===== src/design/pci_bridge_map.svh =====
`ifndef PCI_BRIDGE_MAP_SVH
`define PCI_BRIDGE_MAP_SVH

// register byte offsets
`define OFS_IO_BASE_LO      16'hD198
`define OFS_IO_BASE_HI      16'hD19C
`define OFS_CFG_ADDR        16'hD1A0
`define OFS_CFG_DATA        16'hD1A4
`define OFS_CFG_STATUS      16'hD1B0

// io window register, positions within the 64-bit value
`define IOW_VALID_BIT       38
`define IOW_SWAPDIS_BIT     37
`define IOW_CONVERT_BIT     36
`define IOW_BASE_MSB        35
`define IOW_BASE_LSB        8
`define IOW_HI_BASE_MSB     3
`define IOW_HI_BASE_LSB     0
`define IOW_HI_CONVERT      4
`define IOW_HI_SWAPDIS      5
`define IOW_HI_VALID        6

// io window reset values
`define IOW_VALID_RST       1'h0
`define IOW_SWAPDIS_LE      1'h1
`define IOW_SWAPDIS_BE      1'h0
`define IOW_CONVERT_LE      1'h0
`define IOW_CONVERT_BE      1'h1

// configuration address register fields
`define CFA_BUS_MSB         23
`define CFA_BUS_LSB         16
`define CFA_DEV_MSB         15
`define CFA_DEV_LSB         11
`define CFA_FN_MSB          10
`define CFA_FN_LSB          8
`define CFA_DW_MSB          7
`define CFA_DW_LSB          2
`define CFA_TYPE_MSB        1
`define CFA_TYPE_LSB        0
`define CFA_TYPE0           2'h0
`define CFA_TYPE1           2'h1
`define CFA_IDSEL_BASE      6'h0B

// status register bits
`define STS_BUSY_BIT        0
`define STS_DONE_BIT        1

// pci io bar in the configuration header: 256-byte window
`define BAR_ADDR_LSB        8
`define BAR_IO_FLAG         32'h0000_0001

`endif


===== src/design/pci_bridge_pkg.sv =====
package pci_bridge_pkg;

    typedef enum logic [1:0] {
        SIZE_BYTE = 2'h0,
        SIZE_HALF = 2'h1,
        SIZE_WORD = 2'h2
    } access_size_t;

    typedef enum logic [2:0] {
        CFG_IDLE = 3'b001,
        CFG_WAIT = 3'b010,
        CFG_DONE = 3'b100
    } cfg_state_t;

endpackage : pci_bridge_pkg


===== src/design/lane_steer.sv =====
`timescale 1ns/1ps
`default_nettype none

// byte steering for io window data: optional full reversal of the
// dword, and optional endian conversion of the lane enables
module lane_steer #(
    parameter int LANES = 4
) (
    input  wire logic [LANES*8-1:0] dataIn,
    input  wire logic [LANES-1:0]   laneEnIn,
    input  wire logic               swapOn,
    input  wire logic               convertOn,
    output logic      [LANES*8-1:0] dataOut,
    output logic      [LANES-1:0]   laneEnOut
);

    always_comb begin
        for (int i = 0; i < LANES; i++) begin
            dataOut[i*8 +: 8] = swapOn ? dataIn[(LANES-1-i)*8 +: 8]
                                       : dataIn[i*8 +: 8];
            laneEnOut[i]      = convertOn ? laneEnIn[LANES-1-i]
                                          : laneEnIn[i];
        end
    end

endmodule // lane_steer

`default_nettype wire


===== src/design/pci_io_window_and_config_access.sv =====
// The implementer's own choice: strobed register access.
`timescale 1ns/1ps
`default_nettype none
`include "pci_bridge_map.svh"

module pci_io_window_and_config_access #(
    parameter int ADDR_W = 16
) (
    input  wire logic                       clk,
    input  wire logic                       rstn,
    input  wire logic                       bigEndianStrap,
    input  wire logic [ADDR_W-1:0]          regAddr,
    input  wire logic [31:0]                regWdata,
    input  wire logic                       regWrite,
    input  wire logic                       regRead,
    input  wire pci_bridge_pkg::access_size_t regSize,
    output logic      [31:0]                regRdata,
    output logic                            cfgReq,
    output logic                            cfgWrite,
    output logic      [31:0]                cfgAddr,
    output logic      [3:0]                 cfgByteEn,
    output logic      [31:0]                cfgWdata,
    input  wire logic                       cfgAck,
    input  wire logic [31:0]                cfgRdata,
    input  wire logic                       hdrBarWrite,
    input  wire logic [31:0]                hdrBarWdata,
    output logic      [31:0]                hdrBarRdata,
    input  wire logic                       tgtIoValid,
    input  wire logic                       tgtIoWrite,
    input  wire logic [31:0]                tgtIoAddr,
    input  wire logic [3:0]                 tgtIoByteEn,
    input  wire logic [31:0]                tgtIoWdata,
    output logic      [31:0]                tgtIoRdata,
    output logic                            tgtIoRdataValid,
    output logic                            sysIoValid,
    output logic                            sysIoWrite,
    output logic      [35:0]                sysIoAddr,
    output logic      [3:0]                 sysIoByteEn,
    output logic      [31:0]                sysIoWdata,
    input  wire logic [31:0]                sysIoRdata,
    input  wire logic                       sysIoRdataValid
);
    import pci_bridge_pkg::*;

    logic                 ioValid_r;
    logic                 swapDisable_r;
    logic                 endianConvert_r;
    logic [35:8]          ioBase_r;
    logic                 strapDone_r;
    logic                 bigEndian_r;
    logic [7:0]           busIndex_r;
    logic [4:0]           devIndex_r;
    logic [2:0]           fnIndex_r;
    logic [5:0]           dwordIndex_r;
    logic [1:0]           cycleType_r;
    logic [31:0]          cfgDataWord_r;
    logic [1:0]           pendLane_r;
    access_size_t         pendSize_r;
    logic                 readDone_r;
    cfg_state_t           cfgState_r;
    logic [31:8]          barBase_r;
    logic [31:0]          barRead;
    logic [31:0]          rdata_nxt;
    logic [1:0]           lane;
    logic [3:0]           laneEn;
    logic [31:0]          upperAddr;
    logic [63:0]          idselWide;
    logic                 selLo;
    logic                 selHi;
    logic                 selAdr;
    logic                 selData;
    logic                 selSts;
    logic                 cfgIdle;
    logic                 ioHit;
    logic                 swapOn;
    logic [31:0]          fwdData;
    logic [3:0]           fwdLaneEn;
    logic [31:0]          backData;
    logic [31:0]          readShift;

    assign selLo   = (regAddr == ADDR_W'(`OFS_IO_BASE_LO));
    assign selHi   = (regAddr == ADDR_W'(`OFS_IO_BASE_HI));
    assign selAdr  = (regAddr == ADDR_W'(`OFS_CFG_ADDR));
    assign selData = (regAddr[ADDR_W-1:2] == (ADDR_W-2)'(`OFS_CFG_DATA >> 2));
    assign selSts  = (regAddr == ADDR_W'(`OFS_CFG_STATUS));
    assign cfgIdle = (cfgState_r == CFG_IDLE);

    // lane of the access inside the configuration dword
    always_comb begin
        lane   = 2'h0;
        laneEn = 4'hF;
        unique case (regSize)
            SIZE_BYTE: begin
                lane   = bigEndian_r ? ~regAddr[1:0] : regAddr[1:0];
                laneEn = 4'h1 << lane;
            end
            SIZE_HALF: begin
                lane   = bigEndian_r ? {~regAddr[1], 1'b0}
                                     : {regAddr[1], 1'b0};
                laneEn = 4'h3 << lane;
            end
            SIZE_WORD: begin
                lane   = 2'h0;
                laneEn = 4'hF;
            end
            default: begin
                lane   = 2'h0;
                laneEn = 4'h0;
            end
        endcase
    end

    // idsel decode; device values above 20 shift past ad[31] and select none
    assign idselWide = 64'h1 << (6'(devIndex_r) + `CFA_IDSEL_BASE);

    always_comb begin
        if (cycleType_r == `CFA_TYPE1) begin
            upperAddr = {8'h00, busIndex_r, devIndex_r, fnIndex_r,
                         dwordIndex_r, cycleType_r};
        end else begin
            upperAddr = {idselWide[31:11], fnIndex_r, dwordIndex_r,
                         2'h0};
        end
    end

    // strap is caught on the first edge after reset release
    always_ff @(posedge clk or negedge rstn) begin
        if (!rstn) begin
            strapDone_r <= 1'b0;
            bigEndian_r <= 1'b0;
        end else if (!strapDone_r) begin
            strapDone_r <= 1'b1;
            bigEndian_r <= bigEndianStrap;
        end
    end

    // io window register
    always_ff @(posedge clk or negedge rstn) begin
        if (!rstn) begin
            ioValid_r       <= `IOW_VALID_RST;
            swapDisable_r   <= `IOW_SWAPDIS_LE;
            endianConvert_r <= `IOW_CONVERT_LE;
            ioBase_r        <= '0;
        end else if (!strapDone_r) begin
            swapDisable_r   <= bigEndianStrap ? `IOW_SWAPDIS_BE
                                              : `IOW_SWAPDIS_LE;
            endianConvert_r <= bigEndianStrap ? `IOW_CONVERT_BE
                                              : `IOW_CONVERT_LE;
        end else if (regWrite && selLo) begin
            ioBase_r[31:8] <= regWdata[31:`IOW_BASE_LSB];
        end else if (regWrite && selHi) begin
            ioBase_r[35:32] <= regWdata[`IOW_HI_BASE_MSB:`IOW_HI_BASE_LSB];
            endianConvert_r <= regWdata[`IOW_HI_CONVERT];
            swapDisable_r   <= regWdata[`IOW_HI_SWAPDIS];
            ioValid_r       <= regWdata[`IOW_HI_VALID];
        end
    end

    // configuration address register
    always_ff @(posedge clk or negedge rstn) begin
        if (!rstn) begin
            busIndex_r   <= '0;
            devIndex_r   <= '0;
            fnIndex_r    <= '0;
            dwordIndex_r <= '0;
            cycleType_r  <= `CFA_TYPE0;
        end else if (regWrite && selAdr) begin
            busIndex_r   <= regWdata[`CFA_BUS_MSB:`CFA_BUS_LSB];
            devIndex_r   <= regWdata[`CFA_DEV_MSB:`CFA_DEV_LSB];
            fnIndex_r    <= regWdata[`CFA_FN_MSB:`CFA_FN_LSB];
            dwordIndex_r <= regWdata[`CFA_DW_MSB:`CFA_DW_LSB];
            cycleType_r  <= regWdata[`CFA_TYPE_MSB:`CFA_TYPE_LSB];
        end
    end

    // configuration cycle engine; one cycle at a time, a port access
    // while busy is dropped rather than queued
    always_ff @(posedge clk or negedge rstn) begin
        if (!rstn) begin
            cfgState_r <= CFG_IDLE;
            cfgReq     <= 1'b0;
            cfgWrite   <= 1'b0;
            cfgAddr    <= '0;
            cfgByteEn  <= '0;
            cfgWdata   <= '0;
            pendLane_r <= '0;
            pendSize_r <= SIZE_WORD;
        end else begin
            unique case (cfgState_r)
                CFG_IDLE: begin
                    if ((regWrite || regRead) && selData) begin
                        cfgState_r <= CFG_WAIT;
                        cfgReq     <= 1'b1;
                        cfgWrite   <= regWrite;
                        cfgAddr    <= (cycleType_r == `CFA_TYPE1)
                                      ? upperAddr
                                      : {upperAddr[31:2], lane};
                        cfgByteEn  <= laneEn;
                        cfgWdata   <= regWdata << {lane, 3'h0};
                        pendLane_r <= lane;
                        pendSize_r <= regSize;
                    end
                end
                CFG_WAIT: begin
                    if (cfgAck) begin
                        cfgState_r <= CFG_DONE;
                        cfgReq     <= 1'b0;
                    end
                end
                CFG_DONE: begin
                    cfgState_r <= CFG_IDLE;
                    cfgWrite   <= 1'b0;
                end
            endcase
        end
    end

    // read result, aligned to the low bits for the access size
    assign readShift = cfgRdata >> {pendLane_r, 3'h0};

    always_ff @(posedge clk or negedge rstn) begin
        if (!rstn) begin
            cfgDataWord_r <= '0;
            readDone_r    <= 1'b0;
        end else if (cfgState_r == CFG_WAIT && cfgAck && !cfgWrite) begin
            unique case (pendSize_r)
                SIZE_BYTE: cfgDataWord_r <= {24'h0, readShift[7:0]};
                SIZE_HALF: cfgDataWord_r <= {16'h0, readShift[15:0]};
                SIZE_WORD: cfgDataWord_r <= cfgRdata;
                default:   cfgDataWord_r <= cfgRdata;
            endcase
            readDone_r <= 1'b1;
        end else if (cfgIdle && regRead && selData) begin
            readDone_r <= 1'b0;
        end
    end

    // header io bar, only alive while the window is open
    always_ff @(posedge clk or negedge rstn) begin
        if (!rstn) begin
            barBase_r <= '0;
        end else if (hdrBarWrite && ioValid_r) begin
            barBase_r <= hdrBarWdata[31:`BAR_ADDR_LSB];
        end
    end

    assign barRead = ioValid_r ? ({barBase_r, 8'h00} | `BAR_IO_FLAG)
                               : 32'h0;

    always_ff @(posedge clk or negedge rstn) begin
        if (!rstn) begin
            hdrBarRdata <= '0;
        end else begin
            hdrBarRdata <= barRead;
        end
    end

    // target io forwarding; swap is undone when swap-disable is set, so a
    // big-endian dword passes in its own order
    assign swapOn = ~swapDisable_r;
    assign ioHit  = ioValid_r && tgtIoValid
                    && (tgtIoAddr[31:8] == barBase_r);

    lane_steer #(
        .LANES (4)
    ) fwdSteer (
        .dataIn    (tgtIoWdata),
        .laneEnIn  (tgtIoByteEn),
        .swapOn    (swapOn),
        .convertOn (endianConvert_r),
        .dataOut   (fwdData),
        .laneEnOut (fwdLaneEn)
    );

    lane_steer #(
        .LANES (4)
    ) backSteer (
        .dataIn    (sysIoRdata),
        .laneEnIn  (4'h0),
        .swapOn    (swapOn),
        .convertOn (1'b0),
        .dataOut   (backData),
        .laneEnOut ()
    );

    always_ff @(posedge clk or negedge rstn) begin
        if (!rstn) begin
            sysIoValid  <= 1'b0;
            sysIoWrite  <= 1'b0;
            sysIoAddr   <= '0;
            sysIoByteEn <= '0;
            sysIoWdata  <= '0;
        end else begin
            sysIoValid <= ioHit;
            if (ioHit) begin
                sysIoWrite  <= tgtIoWrite;
                sysIoAddr   <= {ioBase_r, tgtIoAddr[7:0]};
                sysIoByteEn <= fwdLaneEn;
                sysIoWdata  <= fwdData;
            end
        end
    end

    always_ff @(posedge clk or negedge rstn) begin
        if (!rstn) begin
            tgtIoRdata      <= '0;
            tgtIoRdataValid <= 1'b0;
        end else begin
            tgtIoRdataValid <= sysIoRdataValid;
            if (sysIoRdataValid) begin
                tgtIoRdata <= backData;
            end
        end
    end

    // register read mux, answered one cycle after the strobe
    always_comb begin
        rdata_nxt = 32'h0;
        if (selLo) begin
            rdata_nxt = {ioBase_r[31:8], 8'h00};
        end else if (selHi) begin
            rdata_nxt = {25'h0, ioValid_r, swapDisable_r, endianConvert_r,
                         ioBase_r[35:32]};
        end else if (selAdr) begin
            rdata_nxt = {8'h00, busIndex_r, devIndex_r, fnIndex_r,
                         dwordIndex_r, cycleType_r};
        end else if (selData) begin
            rdata_nxt = cfgDataWord_r; // last completed read
        end else if (selSts) begin
            rdata_nxt = 32'h0;
            rdata_nxt[`STS_BUSY_BIT] = !cfgIdle;
            rdata_nxt[`STS_DONE_BIT] = readDone_r;
        end
    end

    always_ff @(posedge clk or negedge rstn) begin
        if (!rstn) begin
            regRdata <= '0;
        end else if (regRead) begin
            regRdata <= rdata_nxt;
        end else begin
            regRdata <= '0;
        end
    end

endmodule // pci_io_window_and_config_access

`default_nettype wire


===== config.mk =====
export PLATFORM = sky130hd
export DESIGN_NAME = pci_io_window_and_config_access
export DESIGN_NICKNAME = d
export VERILOG_FILES = /design/src/design/pci_bridge_pkg.sv /design/src/design/lane_steer.sv /design/src/design/pci_io_window_and_config_access.sv
export VERILOG_INCLUDE_DIRS = /design/src /design/src/design
export SDC_FILE = /design/constraint.sdc
export NUM_CORES = 1
export LEC_CHECK = 0
export BUFFER_PORTS_ARGS = -buffer_cell sky130_fd_sc_hd__buf_4
export CAP_MARGIN = 20
export CELL_PAD_IN_SITES_DETAIL_PLACEMENT = 2
export CELL_PAD_IN_SITES_GLOBAL_PLACEMENT = 2
export CORE_ASPECT_RATIO = 0.8
export CORE_MARGIN = 4
export CORE_UTILIZATION = 25
export DETAILED_ROUTE_END_ITERATION = 8
export GPL_TIMING_DRIVEN = 0
export PLACE_DENSITY = 0.73
export SKIP_CTS_REPAIR_TIMING = 1
export SYNTH_ARGS = -nofsm -noshare
export SYNTH_HDL_FRONTEND = slang
export SYNTH_SLANG_ARGS = --single-unit

===== constraint.sdc =====
create_clock -name clk -period 2.05 [get_ports clk]
set_input_delay 0.41 -clock clk [delete_from_list [all_inputs] [get_ports clk]]
set_output_delay 0.41 -clock clk [all_outputs]
set_load 0.05 [all_outputs]

# [Yosys cells after proc, flatten, opt, wreduce, memory -nomap -nowiden]
# Cells that the tools add are included.
[word_totals] register_bits=362 inputBits=224 word_cells=128
[op_classes] add_sub_neg=1 n_eq_ne=17 shift=5 mux=44 n_bitwise=3 reduce_logical=26
[ops] cell="two-way mux 32 bit" n=7
[ops] cell="== test 16 bit (second input constant)" n=4
[ops] cell="two-way mux 8 bit" n=8
[ops] cell="one-hot mux 32 bit (2 select lines)" n=1
[ops] cell="left shift 1 x 6 -> 32 bit (first input constant)" n=1
[ops] cell="left shift 32 x 5 -> 32 bit" n=1
[ops] cell=">> shifter 32 x 5 -> 16 bit" n=1
[ops] cell="== test 24 bit" n=1
[ops] cell="two-way mux 1 bit" n=17
[ops] cell="== test 14 bit (second input constant)" n=1
[ops] cell="one-hot mux 4 bit (3 select lines)" n=1
[ops] cell="logical AND 1 bit" n=11
[ops] cell="AND reduction 2 bit" n=5
[ops] cell="one-hot mux 3 bit (3 select lines)" n=1
[ops] cell="two-way mux 2 bit" n=4
[ops] cell="adder 5 x 4 -> 6 bit (second input constant)" n=1
[ops] cell="== test 2 x 1 -> 1 bit (second input constant)" n=3
[ops] cell="two-way mux 3 bit" n=2
[ops] cell="AND reduction 3 bit" n=2
[ops] cell="nonzero test 2 bit" n=3
[ops] cell="zero test 2 bit" n=2
[ops] cell="!= test 2 x 1 -> 1 bit (second input constant)" n=2
[ops] cell="!= test 2 bit (second input constant)" n=2
[ops] cell="one-hot mux 1 bit (2 select lines)" n=2
[ops] cell="other kinds (11)" n=13

# [Logic depth before layout (Yosys ltp)]
[logic_depth] ltp_word=8 mapped_depth=8 depth_no_buf=5

# [Cells and area by module]
# From an unflattened synthesis, not the netlist that was laid out.
[unflattened] hier_cells=1275 area_unflattened_um2=16087.9
[modules_own_cells] module="pci_io_window_and_config_access" instances=1 cells_each=1195 area_per_inst_um2=14909.3 seq_area_each_um2=8887.3
[modules_own_cells] module="lane_steer" instances=2 cells_each=40 area_per_inst_um2=589.3 seq_area_each_um2=0.0

# [Least setup slack after synthesis]
# No wires, ideal clock.
[synth_path] path_type="input -> register" from="in regAddr[9]" to="reg busIndex_r[0]" t_arrival_ps=2269 path_slack_ps=-344 stages=7 path_buffers=3 cell_sequence="or4b_1 > buf_2 > nor4b_4 > and3_1 > buf_2 > buf_4 > mux2_2"
[synth_via] elab_chain_len=2
[synth_rtl] element="start, declared" line="pci_io_window_and_config_access.sv:12" rtl="input wire logic [ADDR_W-1:0] regAddr,"
[synth_rtl] element="== test 16 bit" line="pci_io_window_and_config_access.sv:83" rtl="assign selAdr = (regAddr == ADDR_W'(`OFS_CFG_ADDR));"
[synth_rtl] element="logical AND 1 bit" line="pci_io_window_and_config_access.sv:167" rtl="end else if (regWrite && selAdr) begin"
[synth_rtl] element="end signal, assigned" line="pci_io_window_and_config_access.sv:168" rtl="busIndex_r <= regWdata[`CFA_BUS_MSB:`CFA_BUS_LSB];"
[synth_rtl] element="end, declared" line="pci_io_window_and_config_access.sv:51" rtl="logic [7:0] busIndex_r;"
# No other way between the ends.
# A chain may end at the register's enable or synchronous reset.

# [Final worst setup path]
[layout_path] from="in regAddr[10]" to="reg cfgWdata[21]"
[layout_via] elab_chain_len=3
[layout_rtl] element="== test 14 bit" line="pci_io_window_and_config_access.sv:84" rtl="assign selData = (regAddr[ADDR_W-1:2] == (ADDR_W-2)'(`OFS_CFG_DATA >> 2));"
[layout_rtl] element="logical AND 1 bit" line="pci_io_window_and_config_access.sv:191" rtl="if ((regWrite || regRead) && selData) begin"
[layout_rtl] element="AND reduction 2 bit (no line)"
[layout_rtl] element="end signal, assigned" line="pci_io_window_and_config_access.sv:199" rtl="cfgWdata <= regWdata << {lane, 3'h0};"
[layout_rtl] element="end, declared" line="pci_io_window_and_config_access.sv:22" rtl="output logic [31:0] cfgWdata,"
# No other way between the ends.

==> flow_summary_export.csv <==
group,metric,value,unit
sta,hold_viol,0,
power,power_frac_seq,42.7,%
power,power,17250,uW
detailed_routing,antenna_left,0,
sta,setup_violations,35,
die,dieWidth,287.6,um
detailed_routing,drc,0,
run,max_cap_viol_count,0,
yosys,synth_fa_ha_area_share,0,%
final_layout,nets,2085,
yosys,yosysTopAreaCellShare,56.35,%
global_route,track_usage,20.00,%
worst_setup_path,critPathKind,"input port to register",
yosys,synth_top_family_by_area,"multiplexers",
clocking,cts_buffers,42,
clocking,cts_tree,"done",
sta,finalCritPeriodShare,101.7,%
detailed_routing,wl,69.74,mm
die,dieArea,66620,um2
min_path,holdCritPathClass,"input port to register",
worst_setup_path,cp_common_cell,"buf_6",
global_route,grt_max_degree,114,
clocking,path_clk_slew,0.06,ns
place,port_buffers,447,
worst_setup_path,path_delay_family,"simple AND/OR/NAND/NOR gates",
place,dp.final_hpwl,53.65,mm
yosys,synth_area_per_cell,11.62,um2
die,io_pins,465,
power,p_switching,4829,uW
yosys,yosysTopAreaCell,"dfrtp_1",
power,combPwrFrac,12.3,%
yosys,synth_seq_cells,355,
yosys,yosys_warnings,0,
clocking,htree_levels,2,
sta,relSlewSlack,46.39,%
global_route,gr-usage-met1,24.45,%
final_layout,area_growth,42.31,%
clocking,cts_sinks,355,
die,die_h,231.7,um
final_layout,drive_gt1_share,44.38,%
global_route,grt_pass1_wl,99.44,mm
worst_setup_path,crit_buf_inv,4,
die,rows,81,
worst_setup_path,critPathArrivalTime,2.53,ns
die,coreArea,61520,um2
detailed_routing,via_per_inst,4.801,
detailed_routing,routed-via-count,13090,
global_route,overflow,0,
power,power_density,775.4,nW/um2
worst_setup_path,end_kind,"register",
clocking,root_buffer,"clkbuf_16",
place,gp_congestion,0.8551,
sta,worst_clock_skew,0.03411,ns
sta,setup_slack,-0.03500,ns
yosys,synth_enable_flop_cells,0,
detailed_routing,detail_route.first_pass.iterations,4,
power,vdd_drop_max,0.0005287,V
detailed_routing,wl_per_cell,25.57,um
yosys,synth_cell_types,52,
detailed_routing,drtIter0Drc,650,
place,dp.cells,2631,
power,p_leak,0.01100,uW
yosys,synthMuxAreaShare,18.77,%
yosys,seq_area_frac_synth,56.85,%
outcome,status,"finished, violations left",
final_layout,utilization,36.16,%
sta,fmax,479.6,MHz
global_route,antenna_found_initial,8,
yosys,yosys.area_share.simple,10.88,%
worst_setup_path,worstPathMaxFanout,10,
die,initial_core_util,25.41,%
yosys,synth-compound-area-share,8.908,%
clocking,clk_latency,0.59,ns
power,p_int,12420,uW
global_route,busiest_layer,"met2",
sta,rsz0062_at_grt,"true",
worst_setup_path,slowest_stage,"or4b_4",
sta,slew_violations,0,
power,switching_share,28.00,%
yosys,synthFlopType,"dfrtp_1",
yosys,async_flop_share,100.0,%
worst_setup_path,path_cells,"buf_4 > or4b_4 > nor4b_4 > buf_6 > o2111ai_4 > buf_6 > buf_6 > nand2_1 > o21ai_1",
sta,tns,-0.3695,ns
yosys,synthCells,1345,
yosys,synth_area,15630,um2
global_route,gr-usage-met3,7.129,%
global_route,first_global_vias,14700,
clocking,cts_buffer_depth,3,
power,pwr-share-clk,45.0,%
worst_setup_path,required,2.49,ns
global_route,met2_usage,33.85,%
worst_setup_path,max_stage_delay,0.66,ns
outcome,violations,"negative setup slack",
sta,worst_slew_pin_slew,0.7998,ns
yosys,synthTopCellsByArea,"dfrtp_1, mux2_2, nand2_1, mux2i_1, o21ai_0",
final_layout,fin_cells,2727,
sta,final.min_clock_period,2.085,ns
worst_setup_path,startpoint_type,"input port",
yosys,yosys.area_share.xor_xnor,1.513,%
## layer usage
metal | share of wire [%] | vias up
met5 | 0.11 | -
met4 | 2.0 | 12
met3 | 9.4 | 88
met2 | 48 | 441
met1 | 40 | 6789
li1 | - | 5762
## cell type report
cell class | instances | area [um2]
Multi-Input combinational cell | 890 | 6513
Inverter | 5 | 18.77
Clock buffer | 55 | 1190
Antenna cell | 2 | 5.005
Sequential cell | 355 | 8889
Clock inverter | 23 | 254.0
Tap cell | 830 | 1039
Timing Repair Buffer | 469 | 3651
Fill cell | 6510 | 39270
Buffer | 98 | 688.2
## sequential cells by signal, summed over array words and instances, names as in the netlist, 3 cells and up
register       cells
cfgWdata          32
cfgAddr           32
ioBase_r          28
cfgState_r         3
cfgDataWord_r     32
hdrBarRdata       25
sysIoAddr         36
cfgByteEn          4
sysIoWdata        32
devIndex_r         5
barBase_r         24
regRdata          32
busIndex_r         8
dwordIndex_r       6
tgtIoRdata        32
fnIndex_r          3
sysIoByteEn        4
## placed cells by master (no fill, tap or decap), drive strengths merged, types with 5 or more instances in the layout
| cell | count |
|---|---|
| mux2i | 58 |
| a21o | 8 |
| conb | 8 |
| o22ai | 9 |
| clkinvlp | 7 |
| mux2 | 199 |
| a21boi | 6 |
| buf | 504 |
| clkbuf | 116 |
| nand4 | 7 |
| nor4 | 13 |
| a22oi | 34 |
| xor2 | 21 |
| nand3 | 19 |
| nor2b | 14 |
| o21ai | 79 |
| nand2 | 190 |
| nor2 | 61 |
| nor3 | 12 |
| inv | 7 |
| nand2b | 8 |
| xnor2 | 6 |
| a21oi | 51 |
| and2 | 26 |
| dfrtp | 352 |
| clkinv | 12 |
| mux4 | 5 |
| a32oi | 26 |
## power by group through the flow
stage | logic [uW] | registers [uW] | clock network, uW
after CTS | 2070 | 7350 | 7990
after floorplan | 722 | 7690 | 0
after global routing | 2280 | 7380 | 8300
after detailed placement | 2060 | 7470 | 0
final | 2120 | 7360 | 7760
after global placement | 1970 | 7460 | 0
## cells in the mapped netlist, drive strengths merged, types with 13 or more instances
library cell  count
dfrtp           352
mux2            199
nand2           190
o21ai            79
clkbuf           66
nor2             61
mux2i            58
a21oi            51
buf              35
a22oi            34
a32oi            26
and2             26
xor2             21
nand3            19
nor2b            14
nor4             13
## logic make-up (layout without fill, tap and decap cells)
| kind of cell | Yosys count | count (layout) |
|---|---|---|
| flops | 355 | 355 |
| simple gates | 368 | 368 |
| xor+xnor | 27 | 27 |
| compound gates | 225 | 225 |
| mux | 262 | 262 |
| buf+inv | 106 | 650 |
| other cells | 2 | 10 |
## final timing paths
check                                          start  slack (ns)  cells after the start                    endpoint
setup / recovery                         regAddr[10]       -0.04                      9    cfgWdata[21]$_DFFE_PN0P_
hold / removal                          tgtIoAddr[1]        0.06                      2    sysIoAddr[1]$_DFFE_PN0P_
setup reg to reg           barBase_r[15]$_DFFE_PN0P_       -0.04                      7  sysIoWdata[28]$_DFFE_PN0P_
hold reg to reg                ioValid_r$_DFFE_PN0P_        0.39                      0    hdrBarRdata[0]$_DFF_PN0_
max in group asynchronous                       rstn        0.36                      4   busIndex_r[0]$_DFFE_PN0P_
min in group asynchronous                       rstn        0.31                      2   hdrBarRdata[18]$_DFF_PN0_
## through the flow
stage | instance area (um2) | hold WS [ns] | setup WS, ns
final | 22250 | 0.06452 | -0.03500
after global routing | 22240 | 0.04140 | -0.09549
after CTS | 21650 | -0.3319 | -1.059
after floorplan | 15720 | 0.1144 | -0.2880
after detailed placement | 20210 | 0.2824 | -1.263
after global placement | 20120 | 0.3727 | -3.006
(Power assumes the default switching activity.)
